## config.mk

```make
export PLATFORM = sky130hd
export DESIGN_NAME = slc_strap_latch
export DESIGN_NICKNAME = d
export VERILOG_FILES = /design/src/rtl/slc_pkg.sv /design/src/rtl/slc_strap_latch.sv /design/src/rtl/slc_pin_filter.sv
export SDC_FILE = /design/constraint.sdc
export NUM_CORES = 1
export LEC_CHECK = 0
export BUFFER_PORTS_ARGS = -buffer_cell sky130_fd_sc_hd__buf_2
export CORE_ASPECT_RATIO = 0.75
export CORE_MARGIN = 2
export CORE_UTILIZATION = 35
export CTS_BUF_LIST = sky130_fd_sc_hd__clkbuf_4 sky130_fd_sc_hd__clkbuf_8
export CTS_CLUSTER_SIZE = 16
export DETAILED_ROUTE_END_ITERATION = 7
export HOLD_SLACK_MARGIN = 0.08
export PLACE_DENSITY_LB_ADDON = 0.15
export SYNTH_ARGS = -nofsm -noshare
export SYNTH_HDL_FRONTEND = slang
export SYNTH_SLANG_ARGS = --single-unit
```

## constraint.sdc

```tcl
create_clock -name aclk -period 4.45 [get_ports aclk]
set_input_delay 0.6675 -clock aclk [delete_from_list [all_inputs] [get_ports aclk]]
set_output_delay 0.6675 -clock aclk [all_outputs]
set_load 0.01 [all_outputs]
```

## src/rtl/slc_pkg.sv

```systemverilog
// Constants and types shared by the strap capture block.
// Assumes a single 200 MHz clock domain and AXI4-Lite register access.
package slc_pkg;

   ////////////////////////////////////////////////////////////////////////////////////////////////
   // Widths
   localparam int PORT_COUNT   = 4;
   localparam int LEVEL_WIDTH  = 3;
   localparam int MODE_WIDTH   = 3;
   localparam int SYNC_WIDTH   = 18;

   ////////////////////////////////////////////////////////////////////////////////////////////////
   // Register byte offsets
   localparam logic [3:0] OFS_STRAP_RAW = 4'h0;
   localparam logic [3:0] OFS_CONFIG    = 4'h4;
   localparam logic [3:0] OFS_CONTROL   = 4'h8;

   // Field positions, raw strap register
   localparam int RAW_PLUS_LSB  = 0;
   localparam int RAW_MINUS_LSB = 4;
   localparam int RAW_FIXED_LSB = 8;
   localparam int RAW_CHARGE_LSB = 12;
   localparam int RAW_MODE_LSB  = 16;

   // Field positions, decoded config register
   localparam int CFG_DIS_LSB    = 0;
   localparam int CFG_FIXED_LSB  = 4;
   localparam int CFG_CHARGE_LSB = 8;
   localparam int CFG_MODE_LSB   = 12;
   localparam int CFG_VALID_BIT  = 16;
   localparam int CFG_COUNT_LSB  = 24;

   // Control register
   localparam int CTL_RELEASE_BIT = 0;
   localparam logic CTL_RELEASE_RESET = 1'b1;

   ////////////////////////////////////////////////////////////////////////////////////////////////
   // Timing: settle wait after reset release covers the three-flop filter
   localparam int  SETTLE_CYCLES   = 6; // 30 ns at 200 MHz
   localparam logic [3:0] SETTLE_LAST = 4'(SETTLE_CYCLES - 1);

   // Highest legal level code of a multi-level strap
   localparam logic [LEVEL_WIDTH-1:0] LEVEL_MAX = 3'h4;

   // AXI responses
   localparam logic [1:0] RESP_OKAY   = 2'b00;
   localparam logic [1:0] RESP_SLVERR = 2'b10;

   typedef enum logic [1:0] {
      CAP_SETTLE,
      CAP_HOLD,
      CAP_EXT_LOW
   } slc_cap_state_t;

endpackage : slc_pkg

```

## src/rtl/slc_strap_latch.sv

```systemverilog
// Strap capture block: filters the straps, latches them at reset release, decodes them
// and serves them over AXI4-Lite.
// Assumes the pad ring resolves straps to levels or level codes.
//
// Local design decisions: the placing of the registers and the AXI4-Lite slave port.
module slc_strap_latch
   import slc_pkg::*;
(
   input  wire logic                   aclk,                     // 200 MHz clock
   input  wire logic                   aresetn,                  // Power-on reset, active low
   input  wire logic                   ext_reset_n,              // External reset pin, active low
   input  wire logic [PORT_COUNT-1:0]  port_plus_disable_strap,  // Plus-line disable straps
   input  wire logic [PORT_COUNT-1:0]  port_minus_disable_strap, // Minus-line disable straps
   input  wire logic [LEVEL_WIDTH-1:0] fixed_port_count_strap,   // Non-removable level code
   input  wire logic [LEVEL_WIDTH-1:0] charge_port_count_strap,  // Charging level code
   input  wire logic [MODE_WIDTH-1:0]  device_mode_strap,        // Device mode straps
   output logic      [PORT_COUNT-1:0]  port_disable,             // Port disabled, high-speed path
   output logic      [PORT_COUNT-1:0]  ss_port_disable,          // Companion fast path disabled
   output logic      [PORT_COUNT-1:0]  fixed_port_mask,          // Non-removable ports
   output logic      [PORT_COUNT-1:0]  charge_port_mask,         // Charging-detect ports
   output logic      [MODE_WIDTH-1:0]  device_mode,              // Operating mode
   output logic                        config_valid,             // Straps captured
   output logic                        pin_release,              // Pins free for other function
   input  wire logic [3:0]             s_axi_awaddr,             // Write address
   input  wire logic                   s_axi_awvalid,            // Write address valid
   output logic                        s_axi_awready,            // Write address ready
   input  wire logic [31:0]            s_axi_wdata,              // Write data
   input  wire logic [3:0]             s_axi_wstrb,              // Write strobes
   input  wire logic                   s_axi_wvalid,             // Write data valid
   output logic                        s_axi_wready,             // Write data ready
   output logic [1:0]                  s_axi_bresp,              // Write response
   output logic                        s_axi_bvalid,             // Write response valid
   input  wire logic                   s_axi_bready,             // Write response ready
   input  wire logic [3:0]             s_axi_araddr,             // Read address
   input  wire logic                   s_axi_arvalid,            // Read address valid
   output logic                        s_axi_arready,            // Read address ready
   output logic [31:0]                 s_axi_rdata,              // Read data
   output logic [1:0]                  s_axi_rresp,              // Read response
   output logic                        s_axi_rvalid,             // Read data valid
   input  wire logic                   s_axi_rready              // Read data ready
);

   ////////////////////////////////////////////////////////////////////////////////////////////////
   // Level code to thermometer mask; codes above four saturate at all ports
   function automatic logic [PORT_COUNT-1:0] level_to_mask(input logic [LEVEL_WIDTH-1:0] code);
      logic [PORT_COUNT-1:0] m;
      m = '0;
      for (int i = 0; i < PORT_COUNT; i++) begin
         if (code > LEVEL_WIDTH'(i)) begin
            m[i] = 1'b1;
         end
      end
      return m;
   endfunction

   function automatic logic [LEVEL_WIDTH-1:0] clamp_level(input logic [LEVEL_WIDTH-1:0] code);
      return (code > LEVEL_MAX) ? LEVEL_MAX : code;
   endfunction

   ////////////////////////////////////////////////////////////////////////////////////////////////
   // Pin filter
   logic [SYNC_WIDTH-1:0] pins_raw, pins_flt;
   logic                  ext_rst_flt;
   logic [PORT_COUNT-1:0] plus_flt, minus_flt;
   logic [LEVEL_WIDTH-1:0] fixed_flt, charge_flt;
   logic [MODE_WIDTH-1:0] mode_flt;

   assign pins_raw = {ext_reset_n, device_mode_strap, charge_port_count_strap,
                      fixed_port_count_strap, port_minus_disable_strap, port_plus_disable_strap};

   slc_pin_filter #(
      .WIDTH   (SYNC_WIDTH)
   ) u_filter (
      .aclk    (aclk),
      .aresetn (aresetn),
      .pin_in  (pins_raw),
      .pin_out (pins_flt)
   );

   assign {ext_rst_flt, mode_flt, charge_flt, fixed_flt, minus_flt, plus_flt} = pins_flt;

   ////////////////////////////////////////////////////////////////////////////////////////////////
   // Capture sequencer and holding flops
   slc_cap_state_t         state_reg, state_next;
   logic [3:0]             settle_reg, settle_next;
   logic [PORT_COUNT-1:0]  plus_reg, plus_next, minus_reg, minus_next;
   logic [LEVEL_WIDTH-1:0] fixed_reg, fixed_next, charge_reg, charge_next;
   logic [MODE_WIDTH-1:0]  mode_reg, mode_next;
   logic                   valid_reg, valid_next;
   logic [7:0]             count_reg, count_next;
   logic                   capture;

   always_comb begin
      state_next  = state_reg;
      settle_next = settle_reg;
      valid_next  = valid_reg;
      capture     = 1'b0;
      case (state_reg)
         CAP_SETTLE: begin
            // Waits out the filter so reset-time zeros are never latched
            if (settle_reg == SETTLE_LAST) begin
               if (ext_rst_flt) begin
                  capture    = 1'b1;
                  state_next = CAP_HOLD;
               end else begin
                  state_next = CAP_EXT_LOW;
               end
            end else begin
               settle_next = settle_reg + 4'h1;
            end
         end
         CAP_HOLD: begin
            if (!ext_rst_flt) begin
               valid_next = 1'b0;
               state_next = CAP_EXT_LOW;
            end
         end
         CAP_EXT_LOW: begin
            if (ext_rst_flt) begin
               capture    = 1'b1;
               state_next = CAP_HOLD;
            end
         end
         default: state_next = CAP_SETTLE;
      endcase
      plus_next   = capture ? plus_flt : plus_reg;
      minus_next  = capture ? minus_flt : minus_reg;
      fixed_next  = capture ? clamp_level(fixed_flt) : fixed_reg;
      charge_next = capture ? clamp_level(charge_flt) : charge_reg;
      mode_next   = capture ? mode_flt : mode_reg;
      count_next  = capture ? count_reg + 8'h01 : count_reg;
      if (capture) begin
         valid_next = 1'b1;
      end
   end

   always_ff @(posedge aclk) begin
      if (!aresetn) begin
         state_reg  <= CAP_SETTLE;
         settle_reg <= '0;
         plus_reg   <= '0;
         minus_reg  <= '0;
         fixed_reg  <= '0;
         charge_reg <= '0;
         mode_reg   <= '0;
         valid_reg  <= 1'b0;
         count_reg  <= '0;
      end else begin
         state_reg  <= state_next;
         settle_reg <= settle_next;
         plus_reg   <= plus_next;
         minus_reg  <= minus_next;
         fixed_reg  <= fixed_next;
         charge_reg <= charge_next;
         mode_reg   <= mode_next;
         valid_reg  <= valid_next;
         count_reg  <= count_next;
      end
   end

   ////////////////////////////////////////////////////////////////////////////////////////////////
   // Decoded outputs, registered so consumers see clean levels
   logic [PORT_COUNT-1:0] dis_reg, dis_next, fix_m_reg, fix_m_next, chg_m_reg, chg_m_next;
   logic [MODE_WIDTH-1:0] dmode_reg, dmode_next;
   logic                  rel_reg, rel_next;
   logic                  ctl_release_reg, ctl_release_next;

   always_comb begin
      dis_next   = plus_reg & minus_reg;
      fix_m_next = level_to_mask(fixed_reg);
      chg_m_next = level_to_mask(charge_reg);
      dmode_next = mode_reg;
      rel_next   = valid_reg & ctl_release_reg;
   end

   always_ff @(posedge aclk) begin
      if (!aresetn) begin
         dis_reg   <= '0;
         fix_m_reg <= '0;
         chg_m_reg <= '0;
         dmode_reg <= '0;
         rel_reg   <= 1'b0;
      end else begin
         dis_reg   <= dis_next;
         fix_m_reg <= fix_m_next;
         chg_m_reg <= chg_m_next;
         dmode_reg <= dmode_next;
         rel_reg   <= rel_next;
      end
   end

   assign port_disable     = dis_reg;
   assign ss_port_disable  = dis_reg;
   assign fixed_port_mask  = fix_m_reg;
   assign charge_port_mask = chg_m_reg;
   assign device_mode      = dmode_reg;
   assign config_valid     = valid_reg;
   assign pin_release      = rel_reg;

   ////////////////////////////////////////////////////////////////////////////////////////////////
   // AXI4-Lite write channel: address and data taken in either order
   logic       aw_held_reg, aw_held_next, w_held_reg, w_held_next;
   logic [3:0] aw_addr_reg, aw_addr_next;
   logic [31:0] w_data_reg, w_data_next;
   logic [3:0] w_strb_reg, w_strb_next;
   logic       bvalid_reg, bvalid_next;
   logic [1:0] bresp_reg, bresp_next;
   logic       awready_reg, awready_next, wready_reg, wready_next;

   always_comb begin
      aw_held_next     = aw_held_reg;
      w_held_next      = w_held_reg;
      aw_addr_next     = aw_addr_reg;
      w_data_next      = w_data_reg;
      w_strb_next      = w_strb_reg;
      bvalid_next      = bvalid_reg;
      bresp_next       = bresp_reg;
      ctl_release_next = ctl_release_reg;
      if (s_axi_awvalid && awready_reg) begin
         aw_held_next = 1'b1;
         aw_addr_next = s_axi_awaddr;
      end
      if (s_axi_wvalid && wready_reg) begin
         w_held_next = 1'b1;
         w_data_next = s_axi_wdata;
         w_strb_next = s_axi_wstrb;
      end
      if (bvalid_reg && s_axi_bready) begin
         bvalid_next = 1'b0;
      end
      // Commit once both halves are held and no response is pending
      if (aw_held_reg && w_held_reg && !bvalid_reg) begin
         aw_held_next = 1'b0;
         w_held_next  = 1'b0;
         bvalid_next  = 1'b1;
         if (aw_addr_reg == OFS_CONTROL) begin
            bresp_next = RESP_OKAY;
            if (w_strb_reg[0]) begin
               ctl_release_next = w_data_reg[CTL_RELEASE_BIT];
            end
         end else if (aw_addr_reg == OFS_STRAP_RAW || aw_addr_reg == OFS_CONFIG) begin
            bresp_next = RESP_OKAY; // Read-only, write ignored
         end else begin
            bresp_next = RESP_SLVERR;
         end
      end
      awready_next = !aw_held_next;
      wready_next  = !w_held_next;
   end

   always_ff @(posedge aclk) begin
      if (!aresetn) begin
         aw_held_reg     <= 1'b0;
         w_held_reg      <= 1'b0;
         aw_addr_reg     <= '0;
         w_data_reg      <= '0;
         w_strb_reg      <= '0;
         bvalid_reg      <= 1'b0;
         bresp_reg       <= RESP_OKAY;
         awready_reg     <= 1'b0;
         wready_reg      <= 1'b0;
         ctl_release_reg <= CTL_RELEASE_RESET;
      end else begin
         aw_held_reg     <= aw_held_next;
         w_held_reg      <= w_held_next;
         aw_addr_reg     <= aw_addr_next;
         w_data_reg      <= w_data_next;
         w_strb_reg      <= w_strb_next;
         bvalid_reg      <= bvalid_next;
         bresp_reg       <= bresp_next;
         awready_reg     <= awready_next;
         wready_reg      <= wready_next;
         ctl_release_reg <= ctl_release_next;
      end
   end

   assign s_axi_awready = awready_reg;
   assign s_axi_wready  = wready_reg;
   assign s_axi_bvalid  = bvalid_reg;
   assign s_axi_bresp   = bresp_reg;

   ////////////////////////////////////////////////////////////////////////////////////////////////
   // AXI4-Lite read channel: one read at a time, answer one cycle after acceptance
   logic        arready_reg, arready_next, rvalid_reg, rvalid_next;
   logic [31:0] rdata_reg, rdata_next;
   logic [1:0]  rresp_reg, rresp_next;

   always_comb begin
      arready_next = arready_reg;
      rvalid_next  = rvalid_reg;
      rdata_next   = rdata_reg;
      rresp_next   = rresp_reg;
      if (arready_reg && s_axi_arvalid) begin
         arready_next = 1'b0;
         rvalid_next  = 1'b1;
         rdata_next   = '0;
         rresp_next   = RESP_OKAY;
         if (s_axi_araddr == OFS_STRAP_RAW) begin
            rdata_next[RAW_PLUS_LSB +: PORT_COUNT]    = plus_reg;
            rdata_next[RAW_MINUS_LSB +: PORT_COUNT]   = minus_reg;
            rdata_next[RAW_FIXED_LSB +: LEVEL_WIDTH]  = fixed_reg;
            rdata_next[RAW_CHARGE_LSB +: LEVEL_WIDTH] = charge_reg;
            rdata_next[RAW_MODE_LSB +: MODE_WIDTH]    = mode_reg;
         end else if (s_axi_araddr == OFS_CONFIG) begin
            rdata_next[CFG_DIS_LSB +: PORT_COUNT]    = dis_reg;
            rdata_next[CFG_FIXED_LSB +: PORT_COUNT]  = fix_m_reg;
            rdata_next[CFG_CHARGE_LSB +: PORT_COUNT] = chg_m_reg;
            rdata_next[CFG_MODE_LSB +: MODE_WIDTH]   = dmode_reg;
            rdata_next[CFG_VALID_BIT]                = valid_reg;
            rdata_next[CFG_COUNT_LSB +: 8]           = count_reg;
         end else if (s_axi_araddr == OFS_CONTROL) begin
            rdata_next[CTL_RELEASE_BIT] = ctl_release_reg;
         end else begin
            rresp_next = RESP_SLVERR;
         end
      end else if (rvalid_reg && s_axi_rready) begin
         rvalid_next  = 1'b0;
         arready_next = 1'b1;
      end else if (!rvalid_reg) begin
         arready_next = 1'b1;
      end
   end

   always_ff @(posedge aclk) begin
      if (!aresetn) begin
         arready_reg <= 1'b0;
         rvalid_reg  <= 1'b0;
         rdata_reg   <= '0;
         rresp_reg   <= RESP_OKAY;
      end else begin
         arready_reg <= arready_next;
         rvalid_reg  <= rvalid_next;
         rdata_reg   <= rdata_next;
         rresp_reg   <= rresp_next;
      end
   end

   assign s_axi_arready = arready_reg;
   assign s_axi_rvalid  = rvalid_reg;
   assign s_axi_rdata   = rdata_reg;
   assign s_axi_rresp   = rresp_reg;

endmodule // slc_strap_latch

```

## src/rtl/slc_pin_filter.sv

```systemverilog
// Three-flop input filter for pins arriving from outside the clock domain.
// Assumes asynchronous inputs; a bit moves once flops two and three agree.
module slc_pin_filter
   import slc_pkg::*;
#(
   parameter int WIDTH = SYNC_WIDTH
) (
   input  wire logic             aclk,      // System clock
   input  wire logic             aresetn,   // Synchronous reset, active low
   input  wire logic [WIDTH-1:0] pin_in,    // Raw pin levels
   output logic      [WIDTH-1:0] pin_out    // Filtered levels
);

   logic [WIDTH-1:0] s1_reg, s2_reg, s3_reg, out_reg;
   logic [WIDTH-1:0] out_next;

   ////////////////////////////////////////////////////////////////////////////////////////////////
   // Accept a bit only when stages two and three agree
   always_comb begin
      out_next = out_reg;
      for (int i = 0; i < WIDTH; i++) begin
         if (s2_reg[i] == s3_reg[i]) begin
            out_next[i] = s3_reg[i];
         end
      end
   end

   // First stage feeds only the second, to keep metastability contained
   always_ff @(posedge aclk) begin
      if (!aresetn) begin
         s1_reg  <= '0;
         s2_reg  <= '0;
         s3_reg  <= '0;
         out_reg <= '0;
      end else begin
         s1_reg  <= pin_in;
         s2_reg  <= s1_reg;
         s3_reg  <= s2_reg;
         out_reg <= out_next;
      end
   end

   assign pin_out = out_reg;

endmodule // slc_pin_filter

```

==> results.py, run 1 <==
metrics = {
    "logic_synthesis": {
        "yosysWarnings": 0,
        "synth_ff_type": "dfxtp_1",
        "netlist_instances": 555,
        "ys_types": 47,
        "synth_area_leaders": "dfxtp_1, and2_1, mux2i_1, nor2b_1, a21boi_0",
        "synth_area_per_cell_um2": 10.43,
        "yosysSeqAreaShare_pct": 56.01,
        "synth_edf_count": 0,
        "yosysTopAreaCell": "dfxtp_1",
        "synth_area_um2": 5791,
        "async_reset_ff_share_pct": 0,
        "synth_top_area_share_pct": 56.01,
        "ys_ff_latch": 162,
    },
    "timing": {
        "fin_crit_ns": 2.113,
        "relSlewSlack_pct": 28.77,
        "finalSetupTns_ns": 0,
        "fin_crit_sh_pct": 47.48,
        "fin_skew_ns": 0.01246,
        "fmax_ghz": 0.4733,
        "setup_viol": 0,
        "final_hold_viol_count": 0,
        "maxSlewViolCount": 0,
        "worstMarginPinSlew_ns": 1.068,
        "rsz0062_at_grt": "no",
    },
    "setup_path": {
        "end_kind": "register",
        "slowest_stage": "o21ai_4",
        "r2r-end": "count_reg[4]$_SDFFE_PN0P_",
        "cpPeakStageDelay_ns": 0.76,
        "cp-startpoint": "settle_reg[1]$_SDFFE_PN0P_",
        "worstPathRequired_ns": 4.82,
        "reg2reg_depth": 6,
        "cp-start-kind": "register",
        "crit_type": "reg2reg",
        "cp.arrival_ns": 2.49,
        "rrSetupSlack_ns": 2.34,
        "worstSetupEndpoint": "count_reg[4]$_SDFFE_PN0P_",
        "reg2reg_from": "settle_reg[1]$_SDFFE_PN0P_",
        "path_cells": "inv_1, ha_1, and3b_1, o21ai_4, o21ai_0, a21boi_1",
        "crit_path_max_fanout": 28,
    },
    "power_and_ir_drop": {
        "leakagePower_uw": 0.002824,
        "vdd_drop_max_uv": 176.2,
        "power.density_nw_per_um2": 430.5,
    },
    "clocking": {
        "clk_latency_ns": 0.44,
        "cts_max_path_buffers": 2,
        "ctsResizeCount": 0,
        "numCtsBuffers": 17,
        "htree_levels": 4,
        "cts-root-buf": "clkbuf_8",
        "clock_sinks": 162,
        "clk_pin_slew_ns": 0.08,
        "cts_tree": "yes",
        "post_cts_buffers": 0,
        "ctsHoldBuffers": 0,
    },
    "floorplanning": {
        "initial_core_util_pct": 35.93,
        "io_pins": 131,
        "chipWidth_um": 152.5,
        "die-area_um2": 17600,
        "core_area_um2": 16120,
        "rows": 40,
        "fp.dieH_um": 115.4,
    },
    "final_layout": {
        "area_growth_pct": 17.26,
        "final_cell_count_no_fill": 853,
        "final_core_util_pct": 42.14,
        "post_route_cells_drive_above_1_share_pct": 19.60,
        "layout_commonest_cell": "dfxtp_1",
        "largest_reg_flops": 26,
        "most-common-layout-cells": "dfxtp_1, buf_2, and2_1",
        "fillers": 1592,
        "antenna_cells": 0,
        "nets": 702,
    },
    "place": {
        "gp_congestion": 0.7078,
        "portBuffers": 88,
        "dp.cells": 821,
        "hpwl_um": 7587,
    },
    "flow_run": {
        "cap_violations": 0,
    },
    "global_routing": {
        "grt_pass1_wl_um": 18530,
        "antenna_found_initial": 0,
        "grt_pass1_vias": 3668,
        "grt_remaining_overflow": 0,
        "grt_max_degree": 133,
        "track_usage_pct": 13.29,
    },
    "drt": {
        "vias": 3883,
        "wire_per_inst_um": 13.32,
        "via_per_inst": 4.552,
        "drc_errors": 0,
        "totalWireLength_um": 11360,
        "drt_iter0_drc": 206,
        "dr.pass1.iters": 4,
        "ant_nets": 0,
    },
    "worst_hold_path": {
        "hp-class": "in2reg",
    },
    "run_status": {
        "status": "finished clean",
    },
}
[cell type report]
| cell class | count | area (um^2) | share of cell area, % |
|---|---|---|---|
| clock buffers | 20 | 275.3 | 4.054 |
| clock inverters | 12 | 227.7 | 3.354 |
| inverters | 2 | 7.507 | 0.1106 |
| multi-input cells | 357 | 2316 | 34.11 |
| flip-flops and latches | 162 | 3243 | 47.76 |
| well taps | 210 | 262.8 | 3.870 |
| repair buffers | 90 | 457.9 | 6.744 |
[Yosys cell counts, types with 6 or more instances]
cell	n
mux2i_1	29
and3_1	6
o21ai_0	21
a21boi_0	29
nand3_1	9
nor2b_1	37
a21oi_1	17
and2_1	67
o21a_1	6
a22oi_1	9
buf_4	12
clkbuf_1	21
nand2_1	41
a21boi_1	7
nor3_1	15
dfxtp_1	162
[stage by stage]
step	setup WS (ns)	hold WS, ns	area (um^2)	power [uW]
after floorplan	2.707	0.4119	5817	1620
after global placement	2.210	0.4189	6287	1649
after detailed placement	2.203	0.4169	6287	1653
after CTS	2.293	0.3907	6790	2963
after global routing	2.158	0.3972	6790	3034
final	2.337	0.4280	6790	2923
[cell families (layout without fill, tap and decap cells)]
group           count (synthesis)  count (layout)  synth area share [%]
simple gates                  206             206                 20.51
compound gates                103             103                 12.10
fa+ha+maj                       3               3                0.6483
flops                         162             162                 56.01
buf+inv                        43             124                 4.451
mux                            29              29                 5.013
other cells                     1               8               0.06476
xor+xnor                        8               8                 1.210
[metal layers]
layer	GRT usage (%)	vias up	share of wire, %
met2	17.90	99	38
met1	19.42	1754	55
met4	6.173	0	1.4
met5	0	-	0
met3	3.920	13	5.4
li1	-	2017	-
[where the power goes]
part           switching (uW)  leakage, uW  total [uW]  internal (uW)
clock network             533     0.000249        1310            772
logic                    61.5      0.00126         113           51.7
registers                22.1      0.00132        1500           1480
[worst min-delay path by stage]
stage,from,endpoint,slack [ns],cells past startpoint
floorplan,u_filter.s1_reg[0]$_SDFF_PN0_,u_filter.s2_reg[0]$_SDFF_PN0_,0.41,1
global placement,u_filter.s1_reg[7]$_SDFF_PN0_,u_filter.s2_reg[7]$_SDFF_PN0_,0.42,1
detailed placement,u_filter.s1_reg[7]$_SDFF_PN0_,u_filter.s2_reg[7]$_SDFF_PN0_,0.42,1
CTS,port_minus_disable_strap[3],u_filter.s1_reg[7]$_SDFF_PN0_,0.39,2
global route,port_plus_disable_strap[2],u_filter.s1_reg[2]$_SDFF_PN0_,0.40,2
finish,port_minus_disable_strap[3],u_filter.s1_reg[7]$_SDFF_PN0_,0.43,2
[worst max-delay path: cells and delay by family (launching register included)]
family	cells	cell delay, ns
flip-flops	1	0.38
buffers and inverters	1	0.06
adder cells (fa/ha/maj)	1	0.16
AO/OA/AOI/OAI	3	1.16
AND/OR/NAND/NOR	1	0.29
Power figures use the tool's default switching activity.
==> run 2, diff against run 1 <==
- ABC_AREA: not set -> 1
- clock period: 4.45 -> 1.85 ns (I/O delays scaled with it)
==> run 2 against run 1 <==
Combinational power grew to 3.6 times the previous value. Register-to-register slack worse by 2.1 ns. Synthesized cell count is 33% higher. Critical path depth is 3 higher. Final area is 3.0% higher. Sequential power is 140% higher. Routed wire length is 1.7% higher. Synthesized area is 0.61% lower. First-iteration DRC count is 11% lower. Global-route usage is 0.56 points higher. Cell count is 25% higher. Critical path type unchanged.
==> results.py, run 2 <==
metrics = {
    "global_routing": {
        "grt_max_degree": 100,
        "antenna_found_initial": 0,
        "grt_pass1_wl_um": 19690,
        "grt_pass1_vias": 4263,
        "track_usage_pct": 13.86,
        "grt_remaining_overflow": 0,
    },
    "worst_hold_path": {
        "hold_path_depth": 3,
        "hp-class": "in2reg",
    },
    "logic_synthesis": {
        "synth_most_common_cell": "nand2_1",
        "async_reset_ff_share_pct": 0,
        "ys_top_cells_by_count": "nand2_1, dfxtp_1, nor2_1, inv_1, o21ai_0",
        "ys_types": 31,
        "synth_area_um2": 5756,
        "synth_area_leaders": "dfxtp_1, nand2_1, nor2_1, inv_1, o21ai_0",
        "synth_edf_count": 0,
        "yosysSeqAreaShare_pct": 56.35,
        "yosysTopAreaCell": "dfxtp_1",
        "netlist_instances": 738,
        "synth_ff_type": "dfxtp_1",
        "ys_ff_latch": 162,
        "synth_area_per_cell_um2": 7.799,
        "synth_top_area_share_pct": 56.35,
        "yosysWarnings": 0,
    },
    "drt": {
        "drt_iter0_drc": 184,
        "ant_nets": 0,
        "dr.pass1.iters": 7,
        "wire_per_inst_um": 10.84,
        "totalWireLength_um": 11550,
        "drc_errors": 0,
        "vias": 4560,
        "via_per_inst": 4.282,
    },
    "setup_path": {
        "reg2reg_depth": 9,
        "end_kind": "register",
        "cp.arrival_ns": 1.95,
        "cp-start-kind": "register",
        "worstPathRequired_ns": 2.22,
        "crit_type": "reg2reg",
        "crit_path_max_fanout": 6,
        "cp_common_cell": "nand2_1",
        "slowest_stage": "dfxtp_1",
        "cpPeakStageDelay_ns": 0.38,
        "path_cells": "inv_1, ha_1, nand3_2, nand2_1, nor2_1, nand2_1, nand2_1, inv_1, nor2_1",
    },
    "clocking": {
        "clk_pin_slew_ns": 0.08,
        "clk_latency_ns": 0.43,
        "numCtsBuffers": 17,
        "clock_sinks": 162,
        "cts_tree": "yes",
        "cts-root-buf": "clkbuf_8",
        "htree_levels": 4,
        "cts_max_path_buffers": 2,
    },
    "floorplanning": {
        "chipWidth_um": 152.1,
        "core_area_um2": 16070,
        "die-area_um2": 17500,
        "initial_core_util_pct": 35.83,
        "io_pins": 131,
        "fp.dieH_um": 115.1,
        "rows": 40,
    },
    "final_layout": {
        "layout_commonest_cell": "nand2_1",
        "largest_reg_flops": 26,
        "area_growth_pct": 21.52,
        "final_cell_count_no_fill": 1065,
        "most-common-layout-cells": "nand2_1, dfxtp_1, nor2_1",
        "antenna_cells": 0,
        "post_route_cells_drive_above_1_share_pct": 16.02,
        "nets": 914,
        "post-route-cell-area_um2": 6994,
    },
    "timing": {
        "fin_crit_ns": 1.576,
        "final_hold_viol_count": 0,
        "finalSetupTns_ns": 0,
        "layout_setup_ws_ns": 0.2743,
        "fin_skew_ns": 0.007682,
        "rsz0062_at_grt": "no",
        "fmax_ghz": 0.6346,
        "fin_crit_sh_pct": 85.17,
        "maxSlewViolCount": 0,
        "setup_viol": 0,
    },
    "place": {
        "dp.cells": 1011,
        "pre_cts_slack_ns": 0.2703,
        "gp_congestion": 0.7645,
        "portBuffers": 88,
        "hpwl_um": 7923,
        "place_area_um2": 6329,
    },
    "power_and_ir_drop": {
        "leakagePower_uw": 0.003530,
        "power.density_nw_per_um2": 980.4,
        "vdd_drop_max_uv": 394.5,
        "totalPowerFinal_uw": 6857,
    },
    "flow_run": {
        "cap_violations": 0,
    },
    "run_status": {
        "status": "finished clean",
    },
}
==> run 2: layout make-up <==
class | instances | area [um^2]
clock buffer | 22 | 284.0
sequential | 162 | 3243
inverter | 107 | 401.6
fill | 1642 | 9071
timing repair buffer | 117 | 728.2
multi-input combinational | 437 | 1918
clock inverter | 10 | 156.4
tap | 210 | 262.8
==> run 2: power breakdown <==
group          internal [uW]  switching [uW]
registers               3590            54.0
clock network           1580            1220
logic                    170             239
total                   5340            1520
==> run 2: kinds of logic after synthesis <==
kind of cell | synth area share (%)
AO/OA/AOI/OAI | 8.239
XOR/XNOR | 0.6086
adder cells (fa/ha/maj) | 0.8262
buffers and inverters | 10.87
flip-flops | 56.35
other | 0.06515
AND/OR/NAND/NOR | 23.04
==> run 2: worst paths after layout <==
path                                                     start  slack [ns]                        endpoint
worst max-delay path                settle_reg[1]$_SDFFE_PN0P_        0.27      settle_reg[3]$_SDFFE_PN0P_
worst min-delay path                           s_axi_awaddr[1]        0.11     aw_addr_reg[1]$_SDFFE_PN0P_
worst max register to register      settle_reg[1]$_SDFFE_PN0P_        0.27      settle_reg[3]$_SDFFE_PN0P_
worst min register to register  u_filter.s1_reg[11]$_SDFF_PN0_        0.42  u_filter.s2_reg[11]$_SDFF_PN0_
==> run 2: repair_timing <==
item | in CTS | in global routing
hold endpoints to repair | 22 | 0
setup endpoints to repair | 0 | 2
setup buffers | 0 | 0
hold buffers | 22 | 0
gates resized for setup | 0 | 1
==> run 2: worst max-delay path, delay by kind of cell, from the launching register on <==
family	cells	cell delay [ns]
buf+inv	2	0.12
fa+ha+maj	1	0.19
simple gates	6	0.84
flops	1	0.38
==> run 2: through the flow <==
stage	utilization (%)	hold slack (ns)
finish	43.54	0.1138
global route	43.54	0.09962
CTS	43.50	0.08286
detailed placement	39.39	0.3993
global placement	39.39	0.3963
floorplan	-	0.3751
==> run 2: metal layers <==
layer  vias up  part of all wire [%]  GRT usage (%)
li1       2434                     -              -
met1      2046                    50          17.51
met2        72                    45          22.58
met3         8                   4.6          5.126
met4         0                  0.78          3.738
met5         -                     0              0
